### src/pkg/sertx_pkg.sv
// Shared constants for the serializer transmit front end
`default_nettype none
package sertx_pkg;
  // System clock and derived timing
  localparam int unsigned CLOCK_HZ = 40_000_000;
  localparam int unsigned REF_LOSS_NS = 2000;
  localparam int unsigned REF_LOSS_CYCLES = (REF_LOSS_NS * (CLOCK_HZ / 1_000_000) + 999) / 1000;
  // Character path sizes
  localparam int unsigned CHAR_W = 10;
  localparam int unsigned BIST_PERIOD = 511;
  localparam int unsigned ALIGN_DEPTH = 4;
  // Register byte offsets
  localparam logic [7:0] OFS_CONFIG = 8'h00;
  localparam logic [7:0] OFS_STATUS = 8'h04;
  localparam logic [7:0] OFS_CHAR_A = 8'h08;
  localparam logic [7:0] OFS_CHAR_B = 8'h0C;
  localparam logic [7:0] OFS_IRQ_STATUS = 8'h10;
  localparam logic [7:0] OFS_IRQ_CLEAR = 8'h14;
  localparam logic [7:0] OFS_IRQ_ENABLE = 8'h18;
  // Per-channel configuration field positions, channel B sits at CFG_B_BASE
  localparam int unsigned CFG_CLK_SEL = 0;
  localparam int unsigned CFG_RECENTRE = 1;
  localparam int unsigned CFG_SELF_TEST = 2;
  localparam int unsigned CFG_OUT1_EN = 3;
  localparam int unsigned CFG_OUT2_EN = 4;
  localparam int unsigned CFG_HALF_RATE = 5;
  localparam int unsigned CFG_W = 6;
  localparam int unsigned CFG_B_BASE = 8;
  localparam logic [5:0] CFG_RESET = 6'h1F;
  // Event bits of the interrupt registers
  localparam int unsigned EVT_BUF_A = 0;
  localparam int unsigned EVT_BUF_B = 1;
  localparam int unsigned EVT_BIST_A = 2;
  localparam int unsigned EVT_BIST_B = 3;
  localparam int unsigned EVT_W = 4;
  localparam logic [3:0] EVT_RESET = 4'h0;
  // Bus responses
  localparam logic [1:0] RESP_OKAY = 2'h0;
  localparam logic [1:0] RESP_SLVERR = 2'h2;
endpackage
`default_nettype wire

### src/pkg/sertx_chan_if.sv
// Bundle between the register front end and one transmit channel
`default_nettype none
interface sertx_chan_if;
  logic clk_sel;
  logic recentre;
  logic self_test;
  logic out1_en;
  logic out2_en;
  logic half_rate;
  logic [9:0] char_q;
  logic error_flag;
  logic buf_evt;
  logic bist_evt;
  modport ctrl(output clk_sel, recentre, self_test, out1_en, out2_en, half_rate,
               input char_q, error_flag, buf_evt, bist_evt);
  modport chan(input clk_sel, recentre, self_test, out1_en, out2_en, half_rate,
               output char_q, error_flag, buf_evt, bist_evt);
endinterface
`default_nettype wire

### src/hdl/sertx_top.sv
// Dual-channel transmit front end with AXI4-Lite registers and interrupt
`default_nettype none
// What this block does
// - Capture ten-bit character on selected clock edge
// - Per-channel latch picks capture clock source
// - Align buffer underflow or overflow raises error
// - Buffer error holds until buffer recentred
// - Each channel flags only its own errors
// - Self-test select 0 shows progress instead
// - Self-test pass pulses one character per 511
// - Both serial outputs off forces error high
// - Missing reference clock forces error high
// - Select 0 captures on channel input clock
// - Recentre 0 re-aligns buffer, clears error
// - Half-rate reference samples on both edges
module sertx_top #(
  parameter int unsigned ADDR_W = 8,
  parameter int unsigned LOSS_CYCLES = sertx_pkg::REF_LOSS_CYCLES
) (
  input wire logic clock, // 40 MHz system clock
  input wire logic rst_b, // Asynchronous reset, active low
  input wire logic [ADDR_W-1:0] awaddr, // Write address
  input wire logic [2:0] awprot, // Write protection, unused
  input wire logic awvalid, // Write address valid
  output logic awready, // Write address ready
  input wire logic [31:0] wdata, // Write data
  input wire logic [3:0] wstrb, // Write byte strobes
  input wire logic wvalid, // Write data valid
  output logic wready, // Write data ready
  output logic [1:0] bresp, // Write response
  output logic bvalid, // Write response valid
  input wire logic bready, // Write response ready
  input wire logic [ADDR_W-1:0] araddr, // Read address
  input wire logic [2:0] arprot, // Read protection, unused
  input wire logic arvalid, // Read address valid
  output logic arready, // Read address ready
  output logic [31:0] rdata, // Read data
  output logic [1:0] rresp, // Read response
  output logic rvalid, // Read data valid
  input wire logic rready, // Read data ready
  input wire logic [9:0] chan_a_char_in, // Channel A character
  input wire logic [9:0] chan_b_char_in, // Channel B character
  input wire logic chan_a_input_clock, // Channel A input clock
  input wire logic chan_b_input_clock, // Channel B input clock
  input wire logic chan_a_reference_clock, // Channel A reference clock
  input wire logic chan_b_reference_clock, // Channel B reference clock
  output logic [9:0] chan_a_char_out, // Channel A captured character
  output logic [9:0] chan_b_char_out, // Channel B captured character
  output logic chan_a_error_flag, // Channel A error flag
  output logic chan_b_error_flag, // Channel B error flag
  output logic irq // Level interrupt
);
  localparam int unsigned CB = sertx_pkg::CFG_B_BASE;
  localparam int unsigned CW = sertx_pkg::CFG_W;

  logic [CW-1:0] cfg_a, cfg_b;
  logic [ADDR_W-1:0] aw_addr_q;
  logic [31:0] w_data_q;
  logic [3:0] w_strb_q;
  logic do_write, wr_hit;
  logic [3:0] irq_status, irq_enable, events, clr_mask;

  sertx_chan_if chan_a_link();
  sertx_chan_if chan_b_link();

  // Register word index compare
  function automatic logic hit(input logic [ADDR_W-1:0] addr, input logic [7:0] ofs);
    hit = (8'(addr) & 8'hFC) == ofs;
  endfunction

  // Known addresses, for the error response
  function automatic logic mapped(input logic [ADDR_W-1:0] addr);
    logic ok;
    ok = 1'b0;
    if (hit(addr, sertx_pkg::OFS_CONFIG)) begin
      ok = 1'b1;
    end else if (hit(addr, sertx_pkg::OFS_STATUS)) begin
      ok = 1'b1;
    end else if (hit(addr, sertx_pkg::OFS_CHAR_A)) begin
      ok = 1'b1;
    end else if (hit(addr, sertx_pkg::OFS_CHAR_B)) begin
      ok = 1'b1;
    end else if (hit(addr, sertx_pkg::OFS_IRQ_STATUS)) begin
      ok = 1'b1;
    end else if (hit(addr, sertx_pkg::OFS_IRQ_CLEAR)) begin
      ok = 1'b1;
    end else if (hit(addr, sertx_pkg::OFS_IRQ_ENABLE)) begin
      ok = 1'b1;
    end
    mapped = ok;
  endfunction

  // Read data mux; the clear register reads as zero
  function automatic logic [31:0] read_word(input logic [ADDR_W-1:0] addr);
    logic [31:0] d;
    d = 32'h0000_0000;
    if (hit(addr, sertx_pkg::OFS_CONFIG)) begin
      d[CW-1:0] = cfg_a;
      d[CB+CW-1:CB] = cfg_b;
    end else if (hit(addr, sertx_pkg::OFS_STATUS)) begin
      d[1:0] = {chan_b_link.error_flag, chan_a_link.error_flag};
    end else if (hit(addr, sertx_pkg::OFS_CHAR_A)) begin
      d[9:0] = chan_a_link.char_q;
    end else if (hit(addr, sertx_pkg::OFS_CHAR_B)) begin
      d[9:0] = chan_b_link.char_q;
    end else if (hit(addr, sertx_pkg::OFS_IRQ_STATUS)) begin
      d[3:0] = irq_status;
    end else if (hit(addr, sertx_pkg::OFS_IRQ_ENABLE)) begin
      d[3:0] = irq_enable;
    end
    read_word = d;
  endfunction

  // Write side: address and data are taken independently, ready drops until the response is taken
  always_ff @(posedge clock or negedge rst_b) begin
    if (!rst_b) begin
      awready <= 1'b1;
      aw_addr_q <= '0;
    end else if (awvalid && awready) begin
      awready <= 1'b0;
      aw_addr_q <= awaddr;
    end else if (bvalid && bready) begin
      awready <= 1'b1;
    end
  end

  always_ff @(posedge clock or negedge rst_b) begin
    if (!rst_b) begin
      wready <= 1'b1;
      w_data_q <= 32'h0000_0000;
      w_strb_q <= 4'h0;
    end else if (wvalid && wready) begin
      wready <= 1'b0;
      w_data_q <= wdata;
      w_strb_q <= wstrb;
    end else if (bvalid && bready) begin
      wready <= 1'b1;
    end
  end

  // Both halves held and no response pending: commit the write
  assign do_write = ~awready & ~wready & ~bvalid;
  assign wr_hit = do_write & w_strb_q[0];

  always_ff @(posedge clock or negedge rst_b) begin
    if (!rst_b) begin
      bvalid <= 1'b0;
      bresp <= sertx_pkg::RESP_OKAY;
    end else if (do_write) begin
      bvalid <= 1'b1;
      bresp <= mapped(aw_addr_q) ? sertx_pkg::RESP_OKAY : sertx_pkg::RESP_SLVERR;
    end else if (bvalid && bready) begin
      bvalid <= 1'b0;
    end
  end

  // Configuration latches, byte 0 for channel A and byte 1 for channel B
  always_ff @(posedge clock or negedge rst_b) begin
    if (!rst_b) begin
      cfg_a <= sertx_pkg::CFG_RESET;
      cfg_b <= sertx_pkg::CFG_RESET;
    end else if (do_write && hit(aw_addr_q, sertx_pkg::OFS_CONFIG)) begin
      if (w_strb_q[0]) begin
        cfg_a <= w_data_q[CW-1:0];
      end
      if (w_strb_q[1]) begin
        cfg_b <= w_data_q[CB+CW-1:CB];
      end
    end
  end

  // Interrupt enable
  always_ff @(posedge clock or negedge rst_b) begin
    if (!rst_b) begin
      irq_enable <= sertx_pkg::EVT_RESET;
    end else if (wr_hit && hit(aw_addr_q, sertx_pkg::OFS_IRQ_ENABLE)) begin
      irq_enable <= w_data_q[3:0];
    end
  end

  // Sticky events; a new event wins over a clear of the same bit
  always_comb begin
    events = sertx_pkg::EVT_RESET;
    events[sertx_pkg::EVT_BUF_A] = chan_a_link.buf_evt;
    events[sertx_pkg::EVT_BUF_B] = chan_b_link.buf_evt;
    events[sertx_pkg::EVT_BIST_A] = chan_a_link.bist_evt;
    events[sertx_pkg::EVT_BIST_B] = chan_b_link.bist_evt;
  end
  assign clr_mask = (wr_hit && hit(aw_addr_q, sertx_pkg::OFS_IRQ_CLEAR)) ? w_data_q[3:0] : 4'h0;

  always_ff @(posedge clock or negedge rst_b) begin
    if (!rst_b) begin
      irq_status <= sertx_pkg::EVT_RESET;
      irq <= 1'b0;
    end else begin
      irq_status <= (irq_status & ~clr_mask) | events;
      irq <= |(irq_status & irq_enable);
    end
  end

  // Read side: one read at a time, answered one edge after the address is taken
  always_ff @(posedge clock or negedge rst_b) begin
    if (!rst_b) begin
      arready <= 1'b1;
      rvalid <= 1'b0;
      rdata <= 32'h0000_0000;
      rresp <= sertx_pkg::RESP_OKAY;
    end else if (arvalid && arready) begin
      arready <= 1'b0;
      rvalid <= 1'b1;
      rdata <= read_word(araddr);
      rresp <= mapped(araddr) ? sertx_pkg::RESP_OKAY : sertx_pkg::RESP_SLVERR;
    end else if (rvalid && rready) begin
      arready <= 1'b1;
      rvalid <= 1'b0;
    end
  end

  // Latches steer each channel on its own
  assign chan_a_link.clk_sel = cfg_a[sertx_pkg::CFG_CLK_SEL];
  assign chan_a_link.recentre = cfg_a[sertx_pkg::CFG_RECENTRE];
  assign chan_a_link.self_test = cfg_a[sertx_pkg::CFG_SELF_TEST];
  assign chan_a_link.out1_en = cfg_a[sertx_pkg::CFG_OUT1_EN];
  assign chan_a_link.out2_en = cfg_a[sertx_pkg::CFG_OUT2_EN];
  assign chan_a_link.half_rate = cfg_a[sertx_pkg::CFG_HALF_RATE];
  assign chan_b_link.clk_sel = cfg_b[sertx_pkg::CFG_CLK_SEL];
  assign chan_b_link.recentre = cfg_b[sertx_pkg::CFG_RECENTRE];
  assign chan_b_link.self_test = cfg_b[sertx_pkg::CFG_SELF_TEST];
  assign chan_b_link.out1_en = cfg_b[sertx_pkg::CFG_OUT1_EN];
  assign chan_b_link.out2_en = cfg_b[sertx_pkg::CFG_OUT2_EN];
  assign chan_b_link.half_rate = cfg_b[sertx_pkg::CFG_HALF_RATE];

  // Two independent channels, no shared state between them
  sertx_channel #(
    .LOSS_CYCLES(LOSS_CYCLES)
  ) u_chan_a (
    .clock(clock),
    .rst_b(rst_b),
    .char_in(chan_a_char_in),
    .input_clock(chan_a_input_clock),
    .reference_clock(chan_a_reference_clock),
    .link(chan_a_link)
  );

  sertx_channel #(
    .LOSS_CYCLES(LOSS_CYCLES)
  ) u_chan_b (
    .clock(clock),
    .rst_b(rst_b),
    .char_in(chan_b_char_in),
    .input_clock(chan_b_input_clock),
    .reference_clock(chan_b_reference_clock),
    .link(chan_b_link)
  );

  // Outputs come straight from the channel flops
  assign chan_a_char_out = chan_a_link.char_q;
  assign chan_b_char_out = chan_b_link.char_q;
  assign chan_a_error_flag = chan_a_link.error_flag;
  assign chan_b_error_flag = chan_b_link.error_flag;
endmodule
`default_nettype wire

### src/hdl/sertx_channel.sv
// One transmit channel: capture, align buffer watch, self-test and error flag
`default_nettype none
module sertx_channel #(
  parameter int unsigned DEPTH = sertx_pkg::ALIGN_DEPTH,
  parameter int unsigned BIST_LEN = sertx_pkg::BIST_PERIOD,
  parameter int unsigned LOSS_CYCLES = sertx_pkg::REF_LOSS_CYCLES
) (
  input wire logic clock, // System clock
  input wire logic rst_b, // Asynchronous reset, active low
  input wire logic [9:0] char_in, // Parallel character from host
  input wire logic input_clock, // Channel input clock, sampled
  input wire logic reference_clock, // Channel reference clock, sampled
  sertx_chan_if.chan link // Configuration in, status out
);
  localparam int OCC_W = $clog2(DEPTH + 1);
  localparam int BIST_W = $clog2(BIST_LEN);
  localparam int LOSS_W = $clog2(LOSS_CYCLES + 1);
  localparam logic [OCC_W-1:0] OCC_CENTRE = OCC_W'(DEPTH / 2);
  localparam logic [OCC_W-1:0] OCC_FULL = OCC_W'(DEPTH);
  localparam logic [BIST_W-1:0] BIST_LAST = BIST_W'(BIST_LEN - 1);
  localparam logic [LOSS_W-1:0] LOSS_LIMIT = LOSS_W'(LOSS_CYCLES);

  logic in_q, ref_q, in_rise, ref_rise, ref_fall, cap_stb;
  logic [9:0] char_q;
  logic [OCC_W-1:0] occ;
  logic wr, rd, ovf, udf, buf_err;
  logic [BIST_W-1:0] bist_cnt;
  logic bist_pulse, bist_wrap, bist_on;
  logic [LOSS_W-1:0] loss_cnt;
  logic ref_absent, pll_down, error_flag, buf_evt, bist_evt;

  // Edge history of the sampled clocks
  always_ff @(posedge clock or negedge rst_b) begin
    if (!rst_b) begin
      in_q <= 1'b0;
      ref_q <= 1'b0;
    end else begin
      in_q <= input_clock;
      ref_q <= reference_clock;
    end
  end
  assign in_rise = input_clock & ~in_q;
  assign ref_rise = reference_clock & ~ref_q;
  assign ref_fall = ~reference_clock & ref_q;
  // Capture edge: input clock when select is 0, reference clock otherwise
  assign cap_stb = link.clk_sel ? (ref_rise | (link.half_rate & ref_fall)) : in_rise;

  // Character register
  always_ff @(posedge clock or negedge rst_b) begin
    if (!rst_b) begin
      char_q <= 10'h000;
    end else if (cap_stb) begin
      char_q <= char_in;
    end
  end

  // Align buffer fill tracked as writes on input clock against reads on reference clock
  assign wr = ~link.clk_sel & in_rise;
  assign rd = ~link.clk_sel & ref_rise;
  assign ovf = wr & ~rd & (occ == OCC_FULL);
  assign udf = rd & ~wr & (occ == '0);
  always_ff @(posedge clock or negedge rst_b) begin
    if (!rst_b) begin
      occ <= OCC_CENTRE;
    end else if (!link.recentre || link.clk_sel) begin
      occ <= OCC_CENTRE;
    end else if (wr && !rd && !ovf) begin
      occ <= occ + 1'b1;
    end else if (rd && !wr && !udf) begin
      occ <= occ - 1'b1;
    end
  end

  // Sticky buffer error, a new fault wins over a recentre in the same cycle
  always_ff @(posedge clock or negedge rst_b) begin
    if (!rst_b) begin
      buf_err <= 1'b0;
    end else if (ovf || udf) begin
      buf_err <= 1'b1;
    end else if (!link.recentre) begin
      buf_err <= 1'b0;
    end
  end

  // Self-test sequence counter, one step per character clock
  assign bist_on = ~link.self_test;
  assign bist_wrap = bist_on & ref_rise & (bist_cnt == BIST_LAST);
  always_ff @(posedge clock or negedge rst_b) begin
    if (!rst_b) begin
      bist_cnt <= '0;
      bist_pulse <= 1'b0;
    end else if (!bist_on) begin
      bist_cnt <= '0;
      bist_pulse <= 1'b0;
    end else if (ref_rise) begin
      bist_cnt <= bist_wrap ? '0 : bist_cnt + 1'b1;
      bist_pulse <= bist_wrap;
    end
  end

  // Reference clock watchdog; limited to one counter, so a very slow clock reads as absent
  always_ff @(posedge clock or negedge rst_b) begin
    if (!rst_b) begin
      loss_cnt <= '0;
    end else if (ref_rise || ref_fall) begin
      loss_cnt <= '0;
    end else if (loss_cnt != LOSS_LIMIT) begin
      loss_cnt <= loss_cnt + 1'b1;
    end
  end
  assign ref_absent = (loss_cnt == LOSS_LIMIT);
  assign pll_down = ~link.out1_en & ~link.out2_en;

  // Error flag and event pulses
  always_ff @(posedge clock or negedge rst_b) begin
    if (!rst_b) begin
      error_flag <= 1'b0;
      buf_evt <= 1'b0;
      bist_evt <= 1'b0;
    end else begin
      error_flag <= pll_down | ref_absent | (bist_on ? bist_pulse : buf_err);
      buf_evt <= ovf | udf;
      bist_evt <= bist_wrap;
    end
  end
  assign link.char_q = char_q;
  assign link.error_flag = error_flag;
  assign link.buf_evt = buf_evt;
  assign link.bist_evt = bist_evt;
endmodule
`default_nettype wire

### config.mk
export PLATFORM = sky130hd
export DESIGN_NAME = sertx_top
export DESIGN_NICKNAME = d
export VERILOG_FILES = /design/src/pkg/sertx_pkg.sv /design/src/pkg/sertx_chan_if.sv /design/src/hdl/sertx_top.sv /design/src/hdl/sertx_channel.sv
export SDC_FILE = /design/constraint.sdc
export NUM_CORES = 1
export LEC_CHECK = 0
export BUFFER_PORTS_ARGS = -buffer_cell sky130_fd_sc_hd__buf_2
export CAP_MARGIN = 25
export CORE_MARGIN = 2
export CORE_UTILIZATION = 42
export DETAILED_ROUTE_END_ITERATION = 8
export GPL_TIMING_DRIVEN = 0
export PLACE_DENSITY = 0.65
export SLEW_MARGIN = 20
export SYNTH_ARGS = -nofsm -noshare
export SYNTH_HDL_FRONTEND = slang
export SYNTH_HIERARCHICAL = 1
export SYNTH_SLANG_ARGS = --single-unit
### constraint.sdc
create_clock -name clock -period 2.7 [get_ports clock]
set_input_delay 0.135 -clock clock [delete_from_list [all_inputs] [get_ports clock]]
set_output_delay 0.135 -clock clock [all_outputs]
set_load 0.1 [all_outputs]
==> implementation parameters <==
Parameter                              Value

Status
  Result of the run ... finished clean

Setup path
  Maximum cell stage delay along the critical path ... 0.52 ns
  Combined buffer and inverter count along the critical path ... 4
  Max stage delay cell, worst path ... dlygate4sd3_1
  Startpoint Class ... input pin
  Kind of end point of the critical path ... flip-flop
  CP dominant cell by count ... buf_2
  Highest net fanout along the worst path ... 10
  Critical path class ... in -> reg
  WP data arrival ... 2.78 ns
  Cells along the critical path ... dlygate4sd3_1 > buf_2 > ha_1 > buf_2 > buf_2 > a2111o_1 > fa_1 > nor4b_1 > a21oi_1 > a311oi_1
  Largest delay contributor family on the critical path ... buffers and inverters
  Required time at the endpoint of the critical path ... approximately 3.0 ns

STA
  RSZ-0062 raised after global routing ... false
  Post-route clock skew ... 0.009317 ns
  Final hold vios ... 0
  Minimum clock period ... 2.465 ns
  Final setup violation count ... 0
  Period utilization ... 91.29%
  Least-Margin Pin Slew ... 0.6714 ns
  Setup TNS ... 0 ns
  Total count of max-transition violations in the final report ... 0
  Maximum clock frequency ... approximately 0.41 GHz
  Worst slew margin relative to its limit ... 55.24%

Final layout
  Non-filler instance count after layout ... 994
  Multi-input gate area in the final layout ... between 2000 and 3000 sq um
  Diode count ... 0
  Total Nets Final ... 873
  Post-route cell area ... 8603 sq um
  Count of fill cells added during filler insertion ... 1258
  Relative area change from synthesis to final layout ... 31.17%
  Register area ... 3372 sq um
  Core utilization of the finished layout ... 56.38%
  Fraction of final layout cells with drive strength greater than 1 ... around a third

Place
  Cell area after placement ... 7432 sq um
  Placed Instances ... ~910
  Final weighted congestion in routability-driven placement ... 0.8525
  Quantity of I/O buffers inserted on ports ... 100
  Half-perimeter wire length of the detailed placement result ... 10540 um

GRT
  Total global routing track utilization ... 18.55%
  Via count of the first global-routing pass ... ~4900
  Global-route wire length before repair ... 24070 um
  Grt total ovfl ... 0
  Maximum number of pins on one net before global-route repair ... 100
  Antenna violations before repair ... 0

Synthesis
  Total standard cell area after synthesis ... 6559 sq um
  Mean post-synth cell area ... 11.35 sq um
  Cell types occupying the most area after synthesis ... dfrtp_1, mux2_2, dfstp_2
  EDFF count, synth ... 0
  Distinct cell type count of the synthesized netlist ... 77
  Proportion of synthesized flip-flops having asynchronous set or reset ... 100.0%
  Cell type contributing the most total cell area after synthesis ... dfrtp_1
  Number of synthesized register bits ... 134
  Prevailing post-synth register cell ... dfrtp_1
  Cell count after synthesis ... 578
  Total of warnings raised by yosys ... 6
  Sequential cell area fraction in the yosys report ... 51.41%
  Area share of the leading cell type in the synthesized netlist ... 45.40%

Clocking
  Clock tree from TritonCTS ... done
  Clock latency on the worst-skew pair ... between 0.4 and 0.5 ns
  Number of cells upsized or downsized after cts ... 0
  Clock-pin slew on the worst setup and hold paths ... 0.06 ns
  Maximum buffer depth of the clock tree ... 2
  Clock Root Buffer ... clkbuf_16
  Number of CTS-inserted buffers ... 17
  Number of clock sinks ... 134
  Maximum level of the CTS H-tree ... 4

Drt
  Routed via count divided by cell count ... just over 5
  Final WL ... 15030 um
  Post-route antenna net violation count ... 0
  Starting DRC count in detailed routing ... 252
  Mean routed wirelength per cell ... roughly 15 um
  Total via count in the routed design ... 5060
  Detailed-route DRC error count ... 0
  Detailed-router iteration count before antenna repair ... 4

Die
  Starting density of the core ... between 40% and 50%
  Number of top-level pins ... between 150 and 200
  Core region area ... 15260 sq um
  Die ar. ... between 15000 and 20000 sq um
  X dimension of the die ... roughly 130 um
  Number of standard-cell rows in the floorplan ... 45
  Floorplan die height ... around 130 um

Pwr
  PwrDens ... 995.7 nW/um^2
  Leakage power figure ... between 4 and 5 nW
  Worst vdd ir ... 0.6457 mV

Run
  Max Cap Viol ... 0

Hold path
  Classification of the worst-slack hold path ... in -> reg
## cells in the mapped netlist, types with 3 or more instances
cell type  number
dfrtp_1       119
mux2_2         56
nand2_1        51
nor2_1         28
a21oi_1        21
inv_1          21
buf_4          20
o21ai_0        20
nand3_1        19
mux2i_1        16
dfstp_2        15
ha_1           12
xnor2_1        11
a21o_1         10
and2_1         10
nor2b_1         9
nor4_1          9
a31oi_1         6
and3_1          6
nand2b_1        6
buf_2           5
clkbuf_1        5
nor3_1          5
o211ai_1        5
o22ai_1         5
a22oi_1         4
nand4_1         4
nor3b_1         4
nor4b_1         4
o21ai_1         4
and2b_2         3
mux2_1          3
xor2_1          3
## worst reg2reg max path, cell delays in order, from the launching register on
cell      delay [ns]
dfrtp_1         0.34
inv_1           0.05
ha_1            0.18
buf_2           0.18
buf_2           0.20
a2111o_1        0.37
fa_1            0.41
nor4b_1         0.33
a21oi_1         0.08
a311oi_1        0.21
## flip-flops by register name (all words and copies together), names as in the netlist, 2 cells and up
register,count
u_chan_a/bist_cnt,9
u_chan_a/link.char_q,10
rdata,14
w_data_q,12
u_chan_b/link.char_q,10
irq_status,4
cfg_b,6
u_chan_b/loss_cnt,7
cfg_a,6
u_chan_a/loss_cnt,7
aw_addr_q,6
u_chan_a/occ,3
w_strb_q,2
irq_enable,4
u_chan_b/occ,3
u_chan_b/bist_cnt,9
## layer usage
| layer | wire length (um) | GRT usage [%] | part of all wire [%] | vias to the layer above |
|---|---|---|---|---|
| li1 | - | - | - | 2418 |
| met1 | 6888 | 23.67 | 46 | 2474 |
| met2 | 7207 | 30.38 | 48 | 148 |
| met3 | 660 | 4.990 | 4.4 | 20 |
| met4 | 272 | 6.969 | 1.8 | 0 |
| met5 | 0 | 0 | 0 | - |
## stage by stage
step / power, mW / hold WS [ns] / setup WS, ns
2_1_floorplan: 5.394 / -0.1606 / 0.4663
6_report: 8.566 / 0.08787 / 0.2353
4_1_cts: 8.611 / 0.06119 / 0.2420
3_5_place_dp: 6.032 / 0.02185 / 0.2613
3_3_place_gp: 5.952 / 0.2869 / -0.2556
5_1_grt: 8.944 / 0.09714 / 0.08599
## final timing paths
check,end,cells past startpoint,startpoint,slack [ns]
worst min-delay path,rresp[1]$_DFFE_PN0P_,3,araddr[4],0.09
worst min register to register,irq_status[3]$_DFF_PN0_,1,u_chan_b/link.bist_evt$_DFF_PN0_,0.42
max in group asynchronous,cfg_b[0]$_DFFE_PN1P_,3,rst_b,1.74
worst max-delay path,u_chan_b/occ[2]$_DFFE_PN0P_,10,chan_b_reference_clock,0.24
min in group asynchronous,u_chan_a/loss_cnt[3]$_DFFE_PN0P_,2,rst_b,0.18
worst max register to register,u_chan_b/occ[2]$_DFFE_PN0P_,9,u_chan_b/ref_q$_DFF_PN0_,0.26
## layout by cell type (no fill, tap or decap), types with 6 or more instances in the layout
cell and n:
dfrtp_1 119, buf_2 104, mux2_2 56, dlygate4sd3_1 53
nand2_1 51, nor2_1 28, inv_1 21, a21oi_1 21
o21ai_0 20, buf_4 20, conb_1 20, nand3_1 19
clkbuf_16 17, mux2i_1 16, dfstp_2 15, ha_1 12
xnor2_1 11, a21o_1 10, and2_1 10, nor2b_1 9
nor4_1 9, a31oi_1 6, nand2b_1 6, and3_1 6
## where the power goes
part	total [mW]	switching, mW	internal (mW)	leakage, nW
logic	3.06	2.22	0.832	2.03
registers	3.04	0.489	2.55	1.68
clock network	2.48	0.860	1.62	0.304
total	8.57	3.57	4.99	4.01
## timing repair
action / CTS / global route
hold buffers: 53 / 0
setup buffers: 0 / 0
endpoints found under the hold margin: 89 / 0
## final cells by class
cell class	count	area share [%]
inverters	21	0.9162
multi-input cells	407	34.28
clock buffers	20	5.425
repair buffers	154	12.42
clock inverters	12	2.022
plain buffers	35	2.676
well taps	211	3.069
flip-flops and latches	134	39.19
## logic make-up (layout without fill, tap and decap cells)
family,count (synthesis),count (layout),share of synthesized area (%)
xor+xnor,14,14,1.870
fa+ha+maj,14,14,2.900
other cells,1,20,0.05718
buf+inv,56,242,4.712
mux,75,75,12.57
flops,134,134,51.41
compound gates,103,103,10.99
simple gates,181,181,15.49
No activity file was read; power rests on OpenSTA's default activity.
